File: config.mk
export PLATFORM = sky130hd
export DESIGN_NAME = eal_unit
export DESIGN_NICKNAME = d
export VERILOG_FILES = /design/src/eal_pkg.sv /design/src/eal_alu.sv /design/src/eal_unit.sv
export SDC_FILE = /design/constraint.sdc
export NUM_CORES = 1
export LEC_CHECK = 0
export ABC_AREA = 1
export ABC_CLOCK_PERIOD_IN_PS = 6750
export BUFFER_PORTS_ARGS = -buffer_cell sky130_fd_sc_hd__buf_4
export CORE_ASPECT_RATIO = 0.6
export CORE_MARGIN = 1
export CORE_UTILIZATION = 60
export CTS_CLUSTER_SIZE = 12
export DETAILED_ROUTE_END_ITERATION = 8
export PLACE_DENSITY = 0.79
export SETUP_SLACK_MARGIN = 0.02
export SLEW_MARGIN = 40
export SYNTH_ARGS = -nofsm -noshare
export SYNTH_HDL_FRONTEND = slang
export SYNTH_SLANG_ARGS = --single-unit
File: constraint.sdc
create_clock -name aclk -period 6.75 [get_ports aclk]
set_input_delay 0.675 -clock aclk [delete_from_list [all_inputs] [get_ports aclk]]
set_output_delay 0.675 -clock aclk [all_outputs]
set_load 0.005 [all_outputs]
File: src/eal_pkg.sv
// eal_pkg.sv: constants, operation codes and carrier types of the 8-bit arithmetic/logic unit.
// assumes: compiled before eal_alu and eal_unit; one clock, AXI4-Lite register access.
`default_nettype none
package eal_pkg;

  localparam int EAL_AW = 8;
  localparam int EAL_DW = 32;
  localparam int EAL_BYTE = 8;
  localparam int EAL_NIB = 4;
  localparam int EAL_B_MSB = 7;
  localparam int EAL_W_MSB = 15;
  localparam logic [7:0] EAL_ALL_ONES = 8'hFF;

  ////////////////////////////////////////////////////////////////////////////////////////////
  // register map
  localparam logic [EAL_AW-1:0] EAL_WORD_MASK = 8'hFC;
  localparam logic [EAL_AW-1:0] EAL_OFS_CTRL = 8'h00;
  localparam logic [EAL_AW-1:0] EAL_OFS_OPER = 8'h04;
  localparam logic [EAL_AW-1:0] EAL_OFS_FLAGS = 8'h08;
  localparam logic [EAL_AW-1:0] EAL_OFS_RESULT = 8'h0C;
  localparam logic [EAL_AW-1:0] EAL_OFS_STATUS = 8'h10;

  localparam int EAL_CTRL_OP = 0;
  localparam int EAL_OPW = 5;
  localparam int EAL_CTRL_GO = 8;
  localparam int EAL_OPER_LO = 0;
  localparam int EAL_OPER_HI = 8;
  localparam int EAL_OPER_SRC = 16;
  localparam int EAL_RES_W = 16;
  localparam int EAL_ST_BUSY = 0;
  localparam int EAL_ST_DONE = 1;
  localparam int EAL_ST_REFUSED = 2;

  // condition flag positions
  localparam int EAL_FLW = 6;
  localparam int EAL_FLG_C = 0;
  localparam int EAL_FLG_Z = 1;
  localparam int EAL_FLG_N = 2;
  localparam int EAL_FLG_V = 3;
  localparam int EAL_FLG_S = 4;
  localparam int EAL_FLG_H = 5;

  localparam logic [1:0] EAL_CYC_SHORT = 2'h1;
  localparam logic [1:0] EAL_CYC_LONG = 2'h2;
  localparam logic [1:0] EAL_RESP_OKAY = 2'h0;
  localparam logic [1:0] EAL_RESP_SLVERR = 2'h2;

  ////////////////////////////////////////////////////////////////////////////////////////////
  typedef enum logic [4:0] {
    EAL_OP_SUM_REGS = 5'h00, EAL_OP_SUM_CARRY_REGS = 5'h01, EAL_OP_WORD_IMM_SUM = 5'h02,
    EAL_OP_DIFF_REGS = 5'h03, EAL_OP_DIFF_CONST = 5'h04, EAL_OP_DIFF_BORROW_REGS = 5'h05,
    EAL_OP_DIFF_BORROW_CONST = 5'h06, EAL_OP_WORD_IMM_DIFF = 5'h07, EAL_OP_CONJ_REGS = 5'h08,
    EAL_OP_CONJ_WITH_CONST = 5'h09, EAL_OP_DISJ_REGS = 5'h0A, EAL_OP_DISJ_WITH_CONST = 5'h0B,
    EAL_OP_XOR_REGS = 5'h0C, EAL_OP_INVERT = 5'h0D, EAL_OP_SET_MASK_BITS = 5'h0E,
    EAL_OP_CLEAR_MASK_BITS = 5'h0F, EAL_OP_ZERO_SIGN_CHECK = 5'h10, EAL_OP_ZERO_FILL = 5'h11,
    EAL_OP_UNSIGNED_PRODUCT = 5'h12, EAL_OP_SIGNED_PRODUCT = 5'h13,
    EAL_OP_MIXED_SIGN_PRODUCT = 5'h14
  } eal_op_t;

  typedef enum logic {EAL_IDLE = 1'h0, EAL_EXEC = 1'h1} eal_phase_t;

  typedef struct packed {
    eal_op_t op;
    logic [7:0] a_lo;
    logic [7:0] a_hi;
    logic [7:0] b;
    logic [EAL_FLW-1:0] flags;
  } eal_alu_in_t;

  typedef struct packed {
    logic [EAL_RES_W-1:0] res;
    logic [EAL_FLW-1:0] flags;
  } eal_alu_out_t;

  typedef struct packed {
    logic awvalid;
    logic [EAL_AW-1:0] awaddr;
    logic wvalid;
    logic [EAL_DW-1:0] wdata;
    logic [3:0] wstrb;
    logic bready;
    logic arvalid;
    logic [EAL_AW-1:0] araddr;
    logic rready;
  } eal_axi_req_t;

  typedef struct packed {
    logic awready;
    logic wready;
    logic bvalid;
    logic [1:0] bresp;
    logic arready;
    logic rvalid;
    logic [EAL_DW-1:0] rdata;
    logic [1:0] rresp;
  } eal_axi_rsp_t;

  function automatic logic eal_op_legal(input eal_op_t op);
    return op <= EAL_OP_MIXED_SIGN_PRODUCT;
  endfunction

  function automatic logic eal_op_word(input eal_op_t op);
    return (op == EAL_OP_WORD_IMM_SUM) || (op == EAL_OP_WORD_IMM_DIFF);
  endfunction

  function automatic logic eal_op_product(input eal_op_t op);
    return (op >= EAL_OP_UNSIGNED_PRODUCT) && eal_op_legal(op);
  endfunction

  function automatic logic [1:0] eal_op_cycles(input eal_op_t op);
    return (eal_op_word(op) || eal_op_product(op)) ? EAL_CYC_LONG : EAL_CYC_SHORT;
  endfunction

endpackage
`default_nettype wire

File: src/eal_alu.sv
// eal_alu.sv: combinational result and flag datapath of the arithmetic/logic unit.
// assumes: operands and incoming flags are held stable by the caller for the whole operation.
`timescale 1ns/100ps
`default_nettype none
module eal_alu (
  input wire eal_pkg::eal_alu_in_t alu_in,
  output var eal_pkg::eal_alu_out_t alu_out
);
  import eal_pkg::*;

  logic [7:0] a;
  logic [7:0] b;
  logic [7:0] r8;
  logic [8:0] s9;
  logic [4:0] h5;
  logic [16:0] w17;
  logic [15:0] wv;
  logic cu;
  logic byte_zn;

  always_comb begin
    a = alu_in.a_lo;
    b = alu_in.b;
    wv = {alu_in.a_hi, alu_in.a_lo};
    cu = 1'b0;
    s9 = '0;
    h5 = '0;
    w17 = '0;
    r8 = '0;
    byte_zn = 1'b1;
    alu_out.res = '0;
    // flags an operation does not name pass through unchanged
    alu_out.flags = alu_in.flags;
    unique case (alu_in.op)
      EAL_OP_SUM_REGS, EAL_OP_SUM_CARRY_REGS: begin
        cu = alu_in.flags[EAL_FLG_C] & (alu_in.op == EAL_OP_SUM_CARRY_REGS);
        s9 = {1'b0, a} + {1'b0, b} + {8'h00, cu};
        h5 = {1'b0, a[EAL_NIB-1:0]} + {1'b0, b[EAL_NIB-1:0]} + {4'h0, cu};
        r8 = s9[EAL_B_MSB:0];
        alu_out.flags[EAL_FLG_C] = s9[EAL_BYTE];
        alu_out.flags[EAL_FLG_H] = h5[EAL_NIB];
        alu_out.flags[EAL_FLG_V] = (a[EAL_B_MSB] == b[EAL_B_MSB]) &&
          (r8[EAL_B_MSB] != a[EAL_B_MSB]);
      end
      EAL_OP_DIFF_REGS, EAL_OP_DIFF_CONST, EAL_OP_DIFF_BORROW_REGS,
      EAL_OP_DIFF_BORROW_CONST: begin
        cu = alu_in.flags[EAL_FLG_C] & ((alu_in.op == EAL_OP_DIFF_BORROW_REGS) ||
                                        (alu_in.op == EAL_OP_DIFF_BORROW_CONST));
        s9 = {1'b0, a} - {1'b0, b} - {8'h00, cu};
        h5 = {1'b0, a[EAL_NIB-1:0]} - {1'b0, b[EAL_NIB-1:0]} - {4'h0, cu};
        r8 = s9[EAL_B_MSB:0];
        alu_out.flags[EAL_FLG_C] = s9[EAL_BYTE];
        alu_out.flags[EAL_FLG_H] = h5[EAL_NIB];
        alu_out.flags[EAL_FLG_V] = (a[EAL_B_MSB] != b[EAL_B_MSB]) &&
          (r8[EAL_B_MSB] != a[EAL_B_MSB]);
      end
      EAL_OP_WORD_IMM_SUM, EAL_OP_WORD_IMM_DIFF: begin
        byte_zn = 1'b0;
        if (alu_in.op == EAL_OP_WORD_IMM_SUM) begin
          w17 = {1'b0, wv} + {9'h000, b};
        end else begin
          w17 = {1'b0, wv} - {9'h000, b};
        end
        alu_out.res = w17[EAL_W_MSB:0];
        alu_out.flags[EAL_FLG_C] = w17[EAL_RES_W];
        alu_out.flags[EAL_FLG_Z] = alu_out.res == '0;
        alu_out.flags[EAL_FLG_N] = alu_out.res[EAL_W_MSB];
        alu_out.flags[EAL_FLG_V] = (wv[EAL_W_MSB] != alu_out.res[EAL_W_MSB]) &&
                                   (wv[EAL_W_MSB] == (alu_in.op == EAL_OP_WORD_IMM_DIFF));
        alu_out.flags[EAL_FLG_S] = alu_out.flags[EAL_FLG_N] ^ alu_out.flags[EAL_FLG_V];
      end
      EAL_OP_CONJ_REGS, EAL_OP_CONJ_WITH_CONST: begin
        r8 = a & b;
        alu_out.flags[EAL_FLG_V] = 1'b0;
      end
      EAL_OP_DISJ_REGS, EAL_OP_DISJ_WITH_CONST, EAL_OP_SET_MASK_BITS: begin
        r8 = a | b;
        alu_out.flags[EAL_FLG_V] = 1'b0;
      end
      EAL_OP_XOR_REGS, EAL_OP_ZERO_FILL: begin
        // zero fill is the destination combined with itself, so b is ignored there
        r8 = (alu_in.op == EAL_OP_ZERO_FILL) ? (a ^ a) : (a ^ b);
        alu_out.flags[EAL_FLG_V] = 1'b0;
      end
      EAL_OP_INVERT: begin
        r8 = EAL_ALL_ONES - a;
        alu_out.flags[EAL_FLG_C] = 1'b1;
        alu_out.flags[EAL_FLG_V] = 1'b0;
      end
      EAL_OP_CLEAR_MASK_BITS: begin
        r8 = a & (EAL_ALL_ONES - b);
        alu_out.flags[EAL_FLG_V] = 1'b0;
      end
      EAL_OP_ZERO_SIGN_CHECK: begin
        r8 = a & a;
        alu_out.flags[EAL_FLG_V] = 1'b0;
      end
      EAL_OP_UNSIGNED_PRODUCT, EAL_OP_SIGNED_PRODUCT, EAL_OP_MIXED_SIGN_PRODUCT: begin
        byte_zn = 1'b0;
        // low half of a product of sign-extended operands equals the signed product
        if (alu_in.op == EAL_OP_UNSIGNED_PRODUCT) begin
          alu_out.res = {8'h00, a} * {8'h00, b};
        end else if (alu_in.op == EAL_OP_SIGNED_PRODUCT) begin
          alu_out.res = {{EAL_BYTE{a[EAL_B_MSB]}}, a} * {{EAL_BYTE{b[EAL_B_MSB]}}, b};
        end else begin
          alu_out.res = {{EAL_BYTE{a[EAL_B_MSB]}}, a} * {8'h00, b};
        end
        alu_out.flags[EAL_FLG_C] = alu_out.res[EAL_W_MSB];
        alu_out.flags[EAL_FLG_Z] = alu_out.res == '0;
      end
      default: begin
        byte_zn = 1'b0;
      end
    endcase
    if (byte_zn) begin
      alu_out.res = {8'h00, r8};
      alu_out.flags[EAL_FLG_Z] = r8 == '0;
      alu_out.flags[EAL_FLG_N] = r8[EAL_B_MSB];
    end
  end

endmodule
`default_nettype wire

File: src/eal_unit.sv
// eal_unit.sv: 8-bit arithmetic/logic unit with its operand, flag and result registers
// behind an AXI4-Lite slave.
// assumes: a single master on the same clock; synchronous active-low reset.
//
// Functional notes
// - add source to destination, carry variant adds carry; Z C N V H, one cycle.
// - word sum adds constant to 16-bit pair; Z C N V S, two cycles.
// - constant difference subtracts constant from destination in one cycle; Z C N V H.
// - register difference, borrow variant also subtracts carry; one cycle; Z C N V H.
// - borrow constant difference subtracts constant and carry in one cycle; Z C N V H.
// - word difference subtracts constant from 16-bit pair; Z C N V S, two cycles.
// - AND with register or constant, one cycle, only Z N V change.
// - OR and XOR write result in one cycle, only Z N V change.
// - set mask bits ORs constant into destination in one cycle; Z N V.
// - clear mask bits ANDs with all-ones minus mask in one cycle; Z N V.
// - zero-sign check ANDs register with itself, flags Z N show its value, V is cleared.
// - invert gives all-ones minus value in one cycle; Z C N V.
// - zero fill XORs register with itself, one cycle, Z N V.
// - three products write 16 bits to product pair in two cycles; only Z C.
//
// The register offsets and the AXI4-Lite slave port are this design's own decisions.
`timescale 1ns/100ps
`default_nettype none
module eal_unit (
  input wire logic aclk,
  input wire logic aresetn,
  input wire eal_pkg::eal_axi_req_t axi_req,
  output wire eal_pkg::eal_axi_rsp_t axi_rsp
);
  import eal_pkg::*;

  typedef struct packed {
    eal_phase_t phase;
    logic [1:0] cnt;
    eal_alu_in_t lat;
    logic [EAL_OPW-1:0] ctrl_op;
    logic [7:0] dst_lo;
    logic [7:0] dst_hi;
    logic [7:0] src;
    logic [EAL_FLW-1:0] flags;
    logic [EAL_RES_W-1:0] res;
    logic done;
    logic refused;
    logic aw_held;
    logic [EAL_AW-1:0] awaddr;
    logic w_held;
    logic [EAL_DW-1:0] wdata;
    logic [3:0] wstrb;
    eal_axi_rsp_t rsp;
  } eal_state_t;

  eal_state_t st_q;
  eal_state_t st_d;
  eal_alu_out_t alu_out;
  logic [EAL_DW-1:0] wmask;
  logic [EAL_DW-1:0] rd_word;
  logic [EAL_DW-1:0] wr_old;
  logic [EAL_DW-1:0] wr_new;
  logic [EAL_DW-1:0] wr_set;
  logic rd_err;
  logic wr_err;
  logic busy;
  logic wr_fire;
  logic start;
  logic commit;
  eal_op_t new_op;

  function automatic logic [EAL_DW:0] reg_view(input eal_state_t s, input logic [EAL_AW-1:0] a);
    logic [EAL_DW-1:0] v;
    logic e;
    v = '0;
    e = 1'b0;
    case (a & EAL_WORD_MASK)
      EAL_OFS_CTRL: v[EAL_CTRL_OP +: EAL_OPW] = s.ctrl_op;
      EAL_OFS_OPER: begin
        v[EAL_OPER_LO +: EAL_BYTE] = s.dst_lo;
        v[EAL_OPER_HI +: EAL_BYTE] = s.dst_hi;
        v[EAL_OPER_SRC +: EAL_BYTE] = s.src;
      end
      EAL_OFS_FLAGS: v[EAL_FLW-1:0] = s.flags;
      EAL_OFS_RESULT: v[EAL_RES_W-1:0] = s.res;
      EAL_OFS_STATUS: begin
        v[EAL_ST_BUSY] = s.phase == EAL_EXEC;
        v[EAL_ST_DONE] = s.done;
        v[EAL_ST_REFUSED] = s.refused;
      end
      default: e = 1'b1;
    endcase
    return {e, v};
  endfunction

  ////////////////////////////////////////////////////////////////////////////////////////////
  // byte-lane mask from the held write strobes
  for (genvar gi = 0; gi < EAL_DW / EAL_BYTE; gi++) begin : g_lane
    assign wmask[gi*EAL_BYTE +: EAL_BYTE] = {EAL_BYTE{st_q.wstrb[gi]}};
  end

  assign {rd_err, rd_word} = reg_view(st_q, axi_req.araddr);
  assign {wr_err, wr_old} = reg_view(st_q, st_q.awaddr);
  assign wr_new = (wr_old & ~wmask) | (st_q.wdata & wmask);
  assign wr_set = st_q.wdata & wmask;
  assign new_op = eal_op_t'(wr_new[EAL_CTRL_OP +: EAL_OPW]);
  assign busy = st_q.phase == EAL_EXEC;
  assign axi_rsp = st_q.rsp;

  eal_alu u_alu (
    .alu_in(st_q.lat),
    .alu_out(alu_out)
  );

  ////////////////////////////////////////////////////////////////////////////////////////////
  always_comb begin
    st_d = st_q;
    start = 1'b0;
    commit = 1'b0;
    wr_fire = 1'b0;

    // read channel: one outstanding read, answered the cycle after the address is taken
    if (st_q.rsp.rvalid && axi_req.rready) begin
      st_d.rsp.rvalid = 1'b0;
    end
    if (axi_req.arvalid && st_q.rsp.arready) begin
      st_d.rsp.rvalid = 1'b1;
      st_d.rsp.rdata = rd_word;
      st_d.rsp.rresp = rd_err ? EAL_RESP_SLVERR : EAL_RESP_OKAY;
    end
    st_d.rsp.arready = !st_d.rsp.rvalid;

    // write channel: address and data are held independently, acted on once both are in
    if (axi_req.awvalid && st_q.rsp.awready) begin
      st_d.aw_held = 1'b1;
      st_d.awaddr = axi_req.awaddr;
    end
    if (axi_req.wvalid && st_q.rsp.wready) begin
      st_d.w_held = 1'b1;
      st_d.wdata = axi_req.wdata;
      st_d.wstrb = axi_req.wstrb;
    end
    if (st_q.rsp.bvalid && axi_req.bready) begin
      st_d.rsp.bvalid = 1'b0;
    end
    if (st_q.aw_held && st_q.w_held && !st_q.rsp.bvalid) begin
      wr_fire = 1'b1;
      st_d.aw_held = 1'b0;
      st_d.w_held = 1'b0;
      st_d.rsp.bvalid = 1'b1;
      st_d.rsp.bresp = wr_err ? EAL_RESP_SLVERR : EAL_RESP_OKAY;
    end
    st_d.rsp.awready = !st_d.aw_held && !st_d.rsp.bvalid;
    st_d.rsp.wready = !st_d.w_held && !st_d.rsp.bvalid;

    // register effects; operands and flags are frozen while an operation runs
    if (wr_fire && !wr_err) begin
      case (st_q.awaddr & EAL_WORD_MASK)
        EAL_OFS_CTRL: begin
          st_d.ctrl_op = wr_new[EAL_CTRL_OP +: EAL_OPW];
          if (wr_set[EAL_CTRL_GO]) begin
            if (busy || !eal_op_legal(new_op)) begin
              st_d.refused = 1'b1;
            end else begin
              start = 1'b1;
            end
          end
        end
        EAL_OFS_OPER: begin
          if (busy) begin
            st_d.refused = 1'b1;
          end else begin
            st_d.dst_lo = wr_new[EAL_OPER_LO +: EAL_BYTE];
            st_d.dst_hi = wr_new[EAL_OPER_HI +: EAL_BYTE];
            st_d.src = wr_new[EAL_OPER_SRC +: EAL_BYTE];
          end
        end
        EAL_OFS_FLAGS: begin
          if (busy) begin
            st_d.refused = 1'b1;
          end else begin
            st_d.flags = wr_new[EAL_FLW-1:0];
          end
        end
        EAL_OFS_STATUS: begin
          // write one to clear; a completion in the same cycle is set again below
          st_d.done = st_q.done & ~wr_set[EAL_ST_DONE];
          st_d.refused = st_q.refused & ~wr_set[EAL_ST_REFUSED];
        end
        default: begin
        end
      endcase
    end

    if (start) begin
      st_d.phase = EAL_EXEC;
      st_d.cnt = eal_op_cycles(new_op) - EAL_CYC_SHORT;
      st_d.lat.op = new_op;
      st_d.lat.a_lo = st_q.dst_lo;
      st_d.lat.a_hi = st_q.dst_hi;
      st_d.lat.b = st_q.src;
      st_d.lat.flags = st_q.flags;
    end

    // execution: flags, result and destination (except for products) change at the same final edge
    unique case (st_q.phase)
      EAL_IDLE: begin
      end
      EAL_EXEC: begin
        if (st_q.cnt == '0) begin
          commit = 1'b1;
          st_d.phase = EAL_IDLE;
          st_d.flags = alu_out.flags;
          st_d.res = alu_out.res;
          st_d.done = 1'b1;
          if (eal_op_word(st_q.lat.op)) begin
            {st_d.dst_hi, st_d.dst_lo} = alu_out.res;
          end else if (!eal_op_product(st_q.lat.op)) begin
            st_d.dst_lo = alu_out.res[EAL_B_MSB:0];
          end
        end else begin
          st_d.cnt = st_q.cnt - EAL_CYC_SHORT;
        end
      end
    endcase
  end

  always_ff @(posedge aclk) begin
    if (!aresetn) begin
      st_q <= '0;
    end else begin
      st_q <= st_d;
    end
  end

  ////////////////////////////////////////////////////////////////////////////////////////////
  // checks on the latched operands against independent arithmetic
  logic [7:0] la;
  logic [7:0] lb;
  logic [15:0] lw;
  logic lc;
  eal_op_t lop;
  logic [EAL_FLW-1:0] af;
  logic [EAL_FLW-1:0] lf;
  logic [15:0] ares;
  logic [7:0] ares8;
  assign la = st_q.lat.a_lo;
  assign lb = st_q.lat.b;
  assign lw = {st_q.lat.a_hi, st_q.lat.a_lo};
  assign lc = st_q.lat.flags[EAL_FLG_C];
  assign lop = st_q.lat.op;
  assign lf = st_q.lat.flags;
  assign af = alu_out.flags;
  assign ares = alu_out.res;
  assign ares8 = alu_out.res[EAL_B_MSB:0];
endmodule
`default_nettype wire

==> results of run 1 <==
[path summary, 6_finish.rpt]
check | from | to | slack [ps] | cells after the start
setup / recovery | lb[6]$_SDFFE_PN0P_ | st_q[124]$_SDFF_PN0_ | 960 | 25
hold / removal | st_q[86]$_SDFF_PN0_ | axi_rsp[40]$_SDFF_PN0_ | 470 | 1
setup reg to reg | lb[6]$_SDFFE_PN0P_ | st_q[124]$_SDFF_PN0_ | 960 | 25
hold reg to reg | st_q[86]$_SDFF_PN0_ | axi_rsp[40]$_SDFF_PN0_ | 470 | 1
[placed cells by master (no fill, tap or decap), drive strengths merged, types with 2 or more instances in the layout]
cell type and n:
inv 495, nand2 389, nor2 230, o21ai 187, dfxtp 157, ha 146
a21oi 136, fa 123, nand3 119, buf 93, nor3 45, nand4 41
o22ai 29, xor2 21, clkbuf 20, a211oi 20, a31oi 17, o221ai 16
xnor2 14, o211ai 11, nand3b 11, clkinv 11, conb 10, o21bai 8
a221oi 7, or2 4, bufinv 4, o31ai 4, o2111ai 3, a21o 3
clkinvlp 3, nor4 2
[through the flow]
step	power [mW]	hold WS, ps	setup slack, ps
after floorplan	1.11	426	1900
after global placement	1.15	451	1260
after detailed placement	1.16	455	1170
after CTS	2.16	465	1150
after global routing	2.22	478	675
final	2.17	471	956
[cell families after synthesis]
family          Yosys count  share of synthesized area
buf+inv                 614                      0.152
other cells               1                   0.000226
xor+xnor                 35                     0.0185
simple gates            844                      0.225
compound gates          448                      0.157
fa+ha+maj               269                      0.259
flops                   157                      0.189
[registers in the layout (all words and copies together), names as in the netlist]
register  flops
lf            6
lop           5
busy          1
lw            8
lb            8
axi_rsp      31
la            8
st_q         90
[critical path, stage by stage (launching register included)]
cell and delay (ps):
dfxtp_1 860, nand2_1 320, xor2_1 250, ha_1 290
inv_1 60, fa_1 540, inv_1 60, fa_1 550
inv_1 70, fa_1 540, inv_1 50, ha_1 360
nand2_1 130, nor2_1 240, nand2_1 90, nand3_1 100
inv_1 80, o21bai_1 190, nand2_1 70, nand2_1 60
nor2_1 60, nor2_1 200, a2bb2oi_1 300, nand2_1 90
nand3_1 80, inv_1 40
[where the power goes]
group	internal [mW]	total, mW	switching, mW
Combinational	0.0641	0.171	0.107
Sequential	0.953	0.973	0.0200
Clock	0.634	1.03	0.394
[layout make-up]
cell class	instances	area (um^2)
repair buffers	93	698
clock inverters	10	165
flip-flops and latches	157	3140
clock buffers	20	457
fillers	2398	8980
well taps	360	450
multi-input cells	1606	11000
inverters	503	1890
[routing by layer]
layer  share of wire  up-vias
li1                -     7558
met1            0.45     7579
met2            0.36     1043
met3            0.17       85
met4           0.014        2
met5         0.00071        -
==> reports/qor.txt, run 1 <==
drt first-iter violations - 2304
Final Skew - 10.2 ps
Leakage - 9.01 nW
fmax - 173 MHz
clk_lat worst skew - 440 ps
Max clock buf depth - 2
post-synthesis cell type count - 61
area share of the leading cell type in the synthesized netlist - 0.189
final wirelength - 53700 um
asr flop ratio synth - 0
Core Footprint - 26800 um^2
setup_tns - 0 ps
Hold-fix buffers, CTS - 0
Synth top cells by count - inv_1, nand2_1, nor2_1, o21ai_0, dfxtp_1
Pwr per Cell Area - 122 nW/um^2
first-pass GRT wire length - 82200 um
Mapped Area - 16600 um^2
CTS tree - built
warnings from Yosys - 0
Die X - 217 um
met2 GRT Util - 0.490
Synth Instances - 2368
Root Driver - clkbuf_16
die footprint - 28300 um^2
most frequent cell after synthesis - inv_1
RSZ-0062 raised after global routing - no
number of global-route vias before repair - 15000
VDD IR-drop max - 161 uV
sequential element share of the synthesized area - 0.189
Overflow after GRT - 0
gp weighted congestion - 1.14
Hold/Removal Path Class - reg2reg
crit path DAT - 6130 ps
Mean Syn Cell Area - 7.01 um^2
Die Y - 131 um
drt wl/cell - 19.5 um
DR DRC count - 0
Final Hold Violating Endpoints - 0
Starting Density - 0.620
Vias/cell - 5.92
PortBufs - 76
Synth Flop Type - dfxtp_1
largest net degree at the start of global routing - 69
# diodes - 0
Post-CTS Repair Setup Buffers - 0
Pins Over Slew Limit - 0
Post-synth EDFFs - 0
Area contributors post-synth - dfxtp_1, fa_1, ha_1
post-detail-place hpwl - 43400 um
Worst setup SP type - flop
Worst EP required - 7090 ps
Resized cells post-CTS - 0
Crit Path Class - reg2reg
area leader, netlist - dfxtp_1
Post-Layout Inst Area - 17800 um^2
status - finished, final reports clean
GRT Total Usage - 0.381
area grow syn2layout - 7.18%
Post-layout nets - 2706
Worst Max-Slew Pin Slew - 876 ps
maximum net fanout on the critical path - 13
initial antenna violation count - 0
met1 Use GR - 0.582
Core Util, Final - 0.664
GR Util met3 - 0.152
Clock transition at path regs - 70 ps
max_cap viols - 0
Num CTS Buffers - 17
row count - 46
placed cells - 2719
DRT antenna net count - 0
Max-slew headroom - 0.415
Cell Area, Placed - 17200 um^2
routed vias - 16300
# H-tree levels - 4
clock sinks - 157
setup violators final - 0
final cell count without fillers - 2749
critical path endpoint category - flop
post-route minimum period - 5790 ps
TritonRoute pass-1 iters - 6
Tcrit/Tclk final - 0.858
most used routing layer - met1
IO Pins - 100
#FFs+latches synth - 157
layout cells sized above 1 - 0.0774
(Power assumes the default switching activity.)
==> run 2, diff against run 1 <==
CORE_UTILIZATION = 40   (was 60)
GPL_TIMING_DRIVEN = 1   (was unset)
PLACE_DENSITY = unset   (was 0.79)
==> run 2 against run 1 <==
Fmax is 1.8% lower. Worst hold slack worse by 8.0 ps. Non-clock buffer count is 5 higher. First-iteration DRC count is 29% lower. Via count is 2.2% lower. Worst setup slack worse by 100 ps. Sequential share of layout area is 0.19 points lower. Flip-flop and latch count stayed put. Utilization is 22 points lower. Total power is 3.5% lower. Largest cell class unchanged. Largest power group is now sequential cells.
==> reports/qor.txt, run 2 (synthesis gave the netlist of run 1 again) <==
fmax - 170 MHz
Die Y - 160 um
# diodes - 0
Core Footprint - 40700 um^2
Overflow after GRT - 0
critical path endpoint category - flop
minimum hold slack - 463 ps
Num CTS Buffers - 17
Worst EP required - 7110 ps
area grow syn2layout - 8.40%
Starting Density - 0.408
Leakage - 9.02 nW
TritonRoute pass-1 iters - 6
Max-slew headroom - 0.391
Max clock buf depth - 2
first-pass GRT wire length - 86800 um
Final Skew - 10.6 ps
Pwr per Cell Area - 117 nW/um^2
drt wl/cell - 19.6 um
clock sinks - 157
Hold/Removal Path Class - reg2reg
Root Driver - clkbuf_16
final wirelength - 57300 um
DR DRC count - 0
CTS tree - built
routed vias - 15900
crit path DAT - 6260 ps
drt first-iter violations - 1641
Largest Register - st_q
max reg flops - 90
Post-layout nets - 2711
Pins Over Slew Limit - 0
largest net degree at the start of global routing - 72
most common cell after layout, fill and taps aside - inv_1
Hold-fix buffers, CTS - 0
GRT Total Usage - 0.270
VDD IR-drop max - 162 uV
Crit Path Class - reg2reg
Worst Max-Slew Pin Slew - 912 ps
Die X - 265 um
# H-tree levels - 4
post-route minimum period - 5900 ps
layout cells sized above 1 - 0.0798
Post-CTS Repair Setup Buffers - 0
die footprint - 42300 um^2
RSZ-0062 raised after global routing - no
PortBufs - 76
max_cap viols - 0
setup violators final - 0
min-delay src - st_q[86]$_SDFF_PN0_
clk_lat worst skew - 430 ps
most frequent cells in the layout - inv_1, nand2_1, nor2_1, o21ai_0, dfxtp_1
Clock transition at path regs - 60 ps
gp weighted congestion - 1.04
status - finished, final reports clean
post-detail-place hpwl - 47300 um
DRT antenna net count - 0
Worst setup SP type - flop
Final Hold Violating Endpoints - 0
IO Pins - 100
slack of the worst reg-to-reg path - 850 ps
Vias/cell - 5.44
setup_tns - 0 ps
number of global-route vias before repair - 14700
crit path launch - la[5]$_SDFFE_PN0P_
Resized cells post-CTS - 0
maximum net fanout on the critical path - 14
RR Startpoint - la[5]$_SDFFE_PN0P_
Tcrit/Tclk final - 0.874
row count - 57
initial antenna violation count - 0
-- run 2: changes by cell type in the layout (fill, tap and decap cells not counted), moves of 2 or more --
cell / previous run / this run
clkbuf_8: 2 / 4
clkinv_4: 2 / 0
buf_4: 93 / 98
clkinv_2: 1 / 3
bufinv_16: 4 / 2
-- run 2: critical path, stage by stage, from the launching register on --
cell and delay (ps):
dfxtp_1 910, ha_1 510, inv_1 260, fa_1 540, fa_1 530, fa_1 550, inv_1 40, ha_1 290
ha_1 410, nand2_1 70, nor2_1 260, nand2_1 90, nand3_1 110, inv_1 70, o21bai_1 170, nand2_1 70
nand2_1 60, nor2_1 50, nor2_1 210, nand4_1 160, nand3_1 220, nand2_1 80, a21oi_1 140
-- run 2: metrics by stage --
stage	instance area [um^2]	utilization	setup WS, ps	cells	power, mW
2_1_floorplan	16600	-	1900	2377	1.11
3_3_place_gp	17400	0.428	1130	2895	1.16
3_5_place_dp	17400	0.428	1110	2895	1.16
4_1_cts	18000	0.442	1080	2923	2.10
5_1_grt	18000	0.442	696	2923	2.17
6_report	18000	0.442	851	2923	2.10
-- run 2: per-layer routing --
metal / GRT usage / up-vias / share of wire
met4: 0.0294 / 0 / 0.0048
met1: 0.443 / 7563 / 0.52
li1: - / 7568 / -
met3: 0.106 / 32 / 0.13
met2: 0.322 / 748 / 0.35
met5: 0 / - / 0
-- run 2: worst paths after layout --
kind	to	cells past startpoint
setup / recovery	st_q[106]$_SDFF_PN0_	22
hold / removal	axi_rsp[40]$_SDFF_PN0_	1
setup reg to reg	st_q[106]$_SDFF_PN0_	22
hold reg to reg	axi_rsp[40]$_SDFF_PN0_	1
-- run 2: power by group --
part	internal [mW]	switching [mW]	total [mW]
combinational	0.0641	0.106	0.170
clock	0.573	0.380	0.953
sequential	0.954	0.0191	0.973
total	1.59	0.505	2.10
-- run 2: area by class of cell --
cell class / instances / area [um^2]
inverter: 503 / 1890
multi-input combinational: 1606 / 11000
tap: 531 / 664
timing repair buffer: 98 / 736
sequential: 157 / 3140
clock buffer: 21 / 480
clock inverter: 7 / 90.1
fill: 4252 / 22700
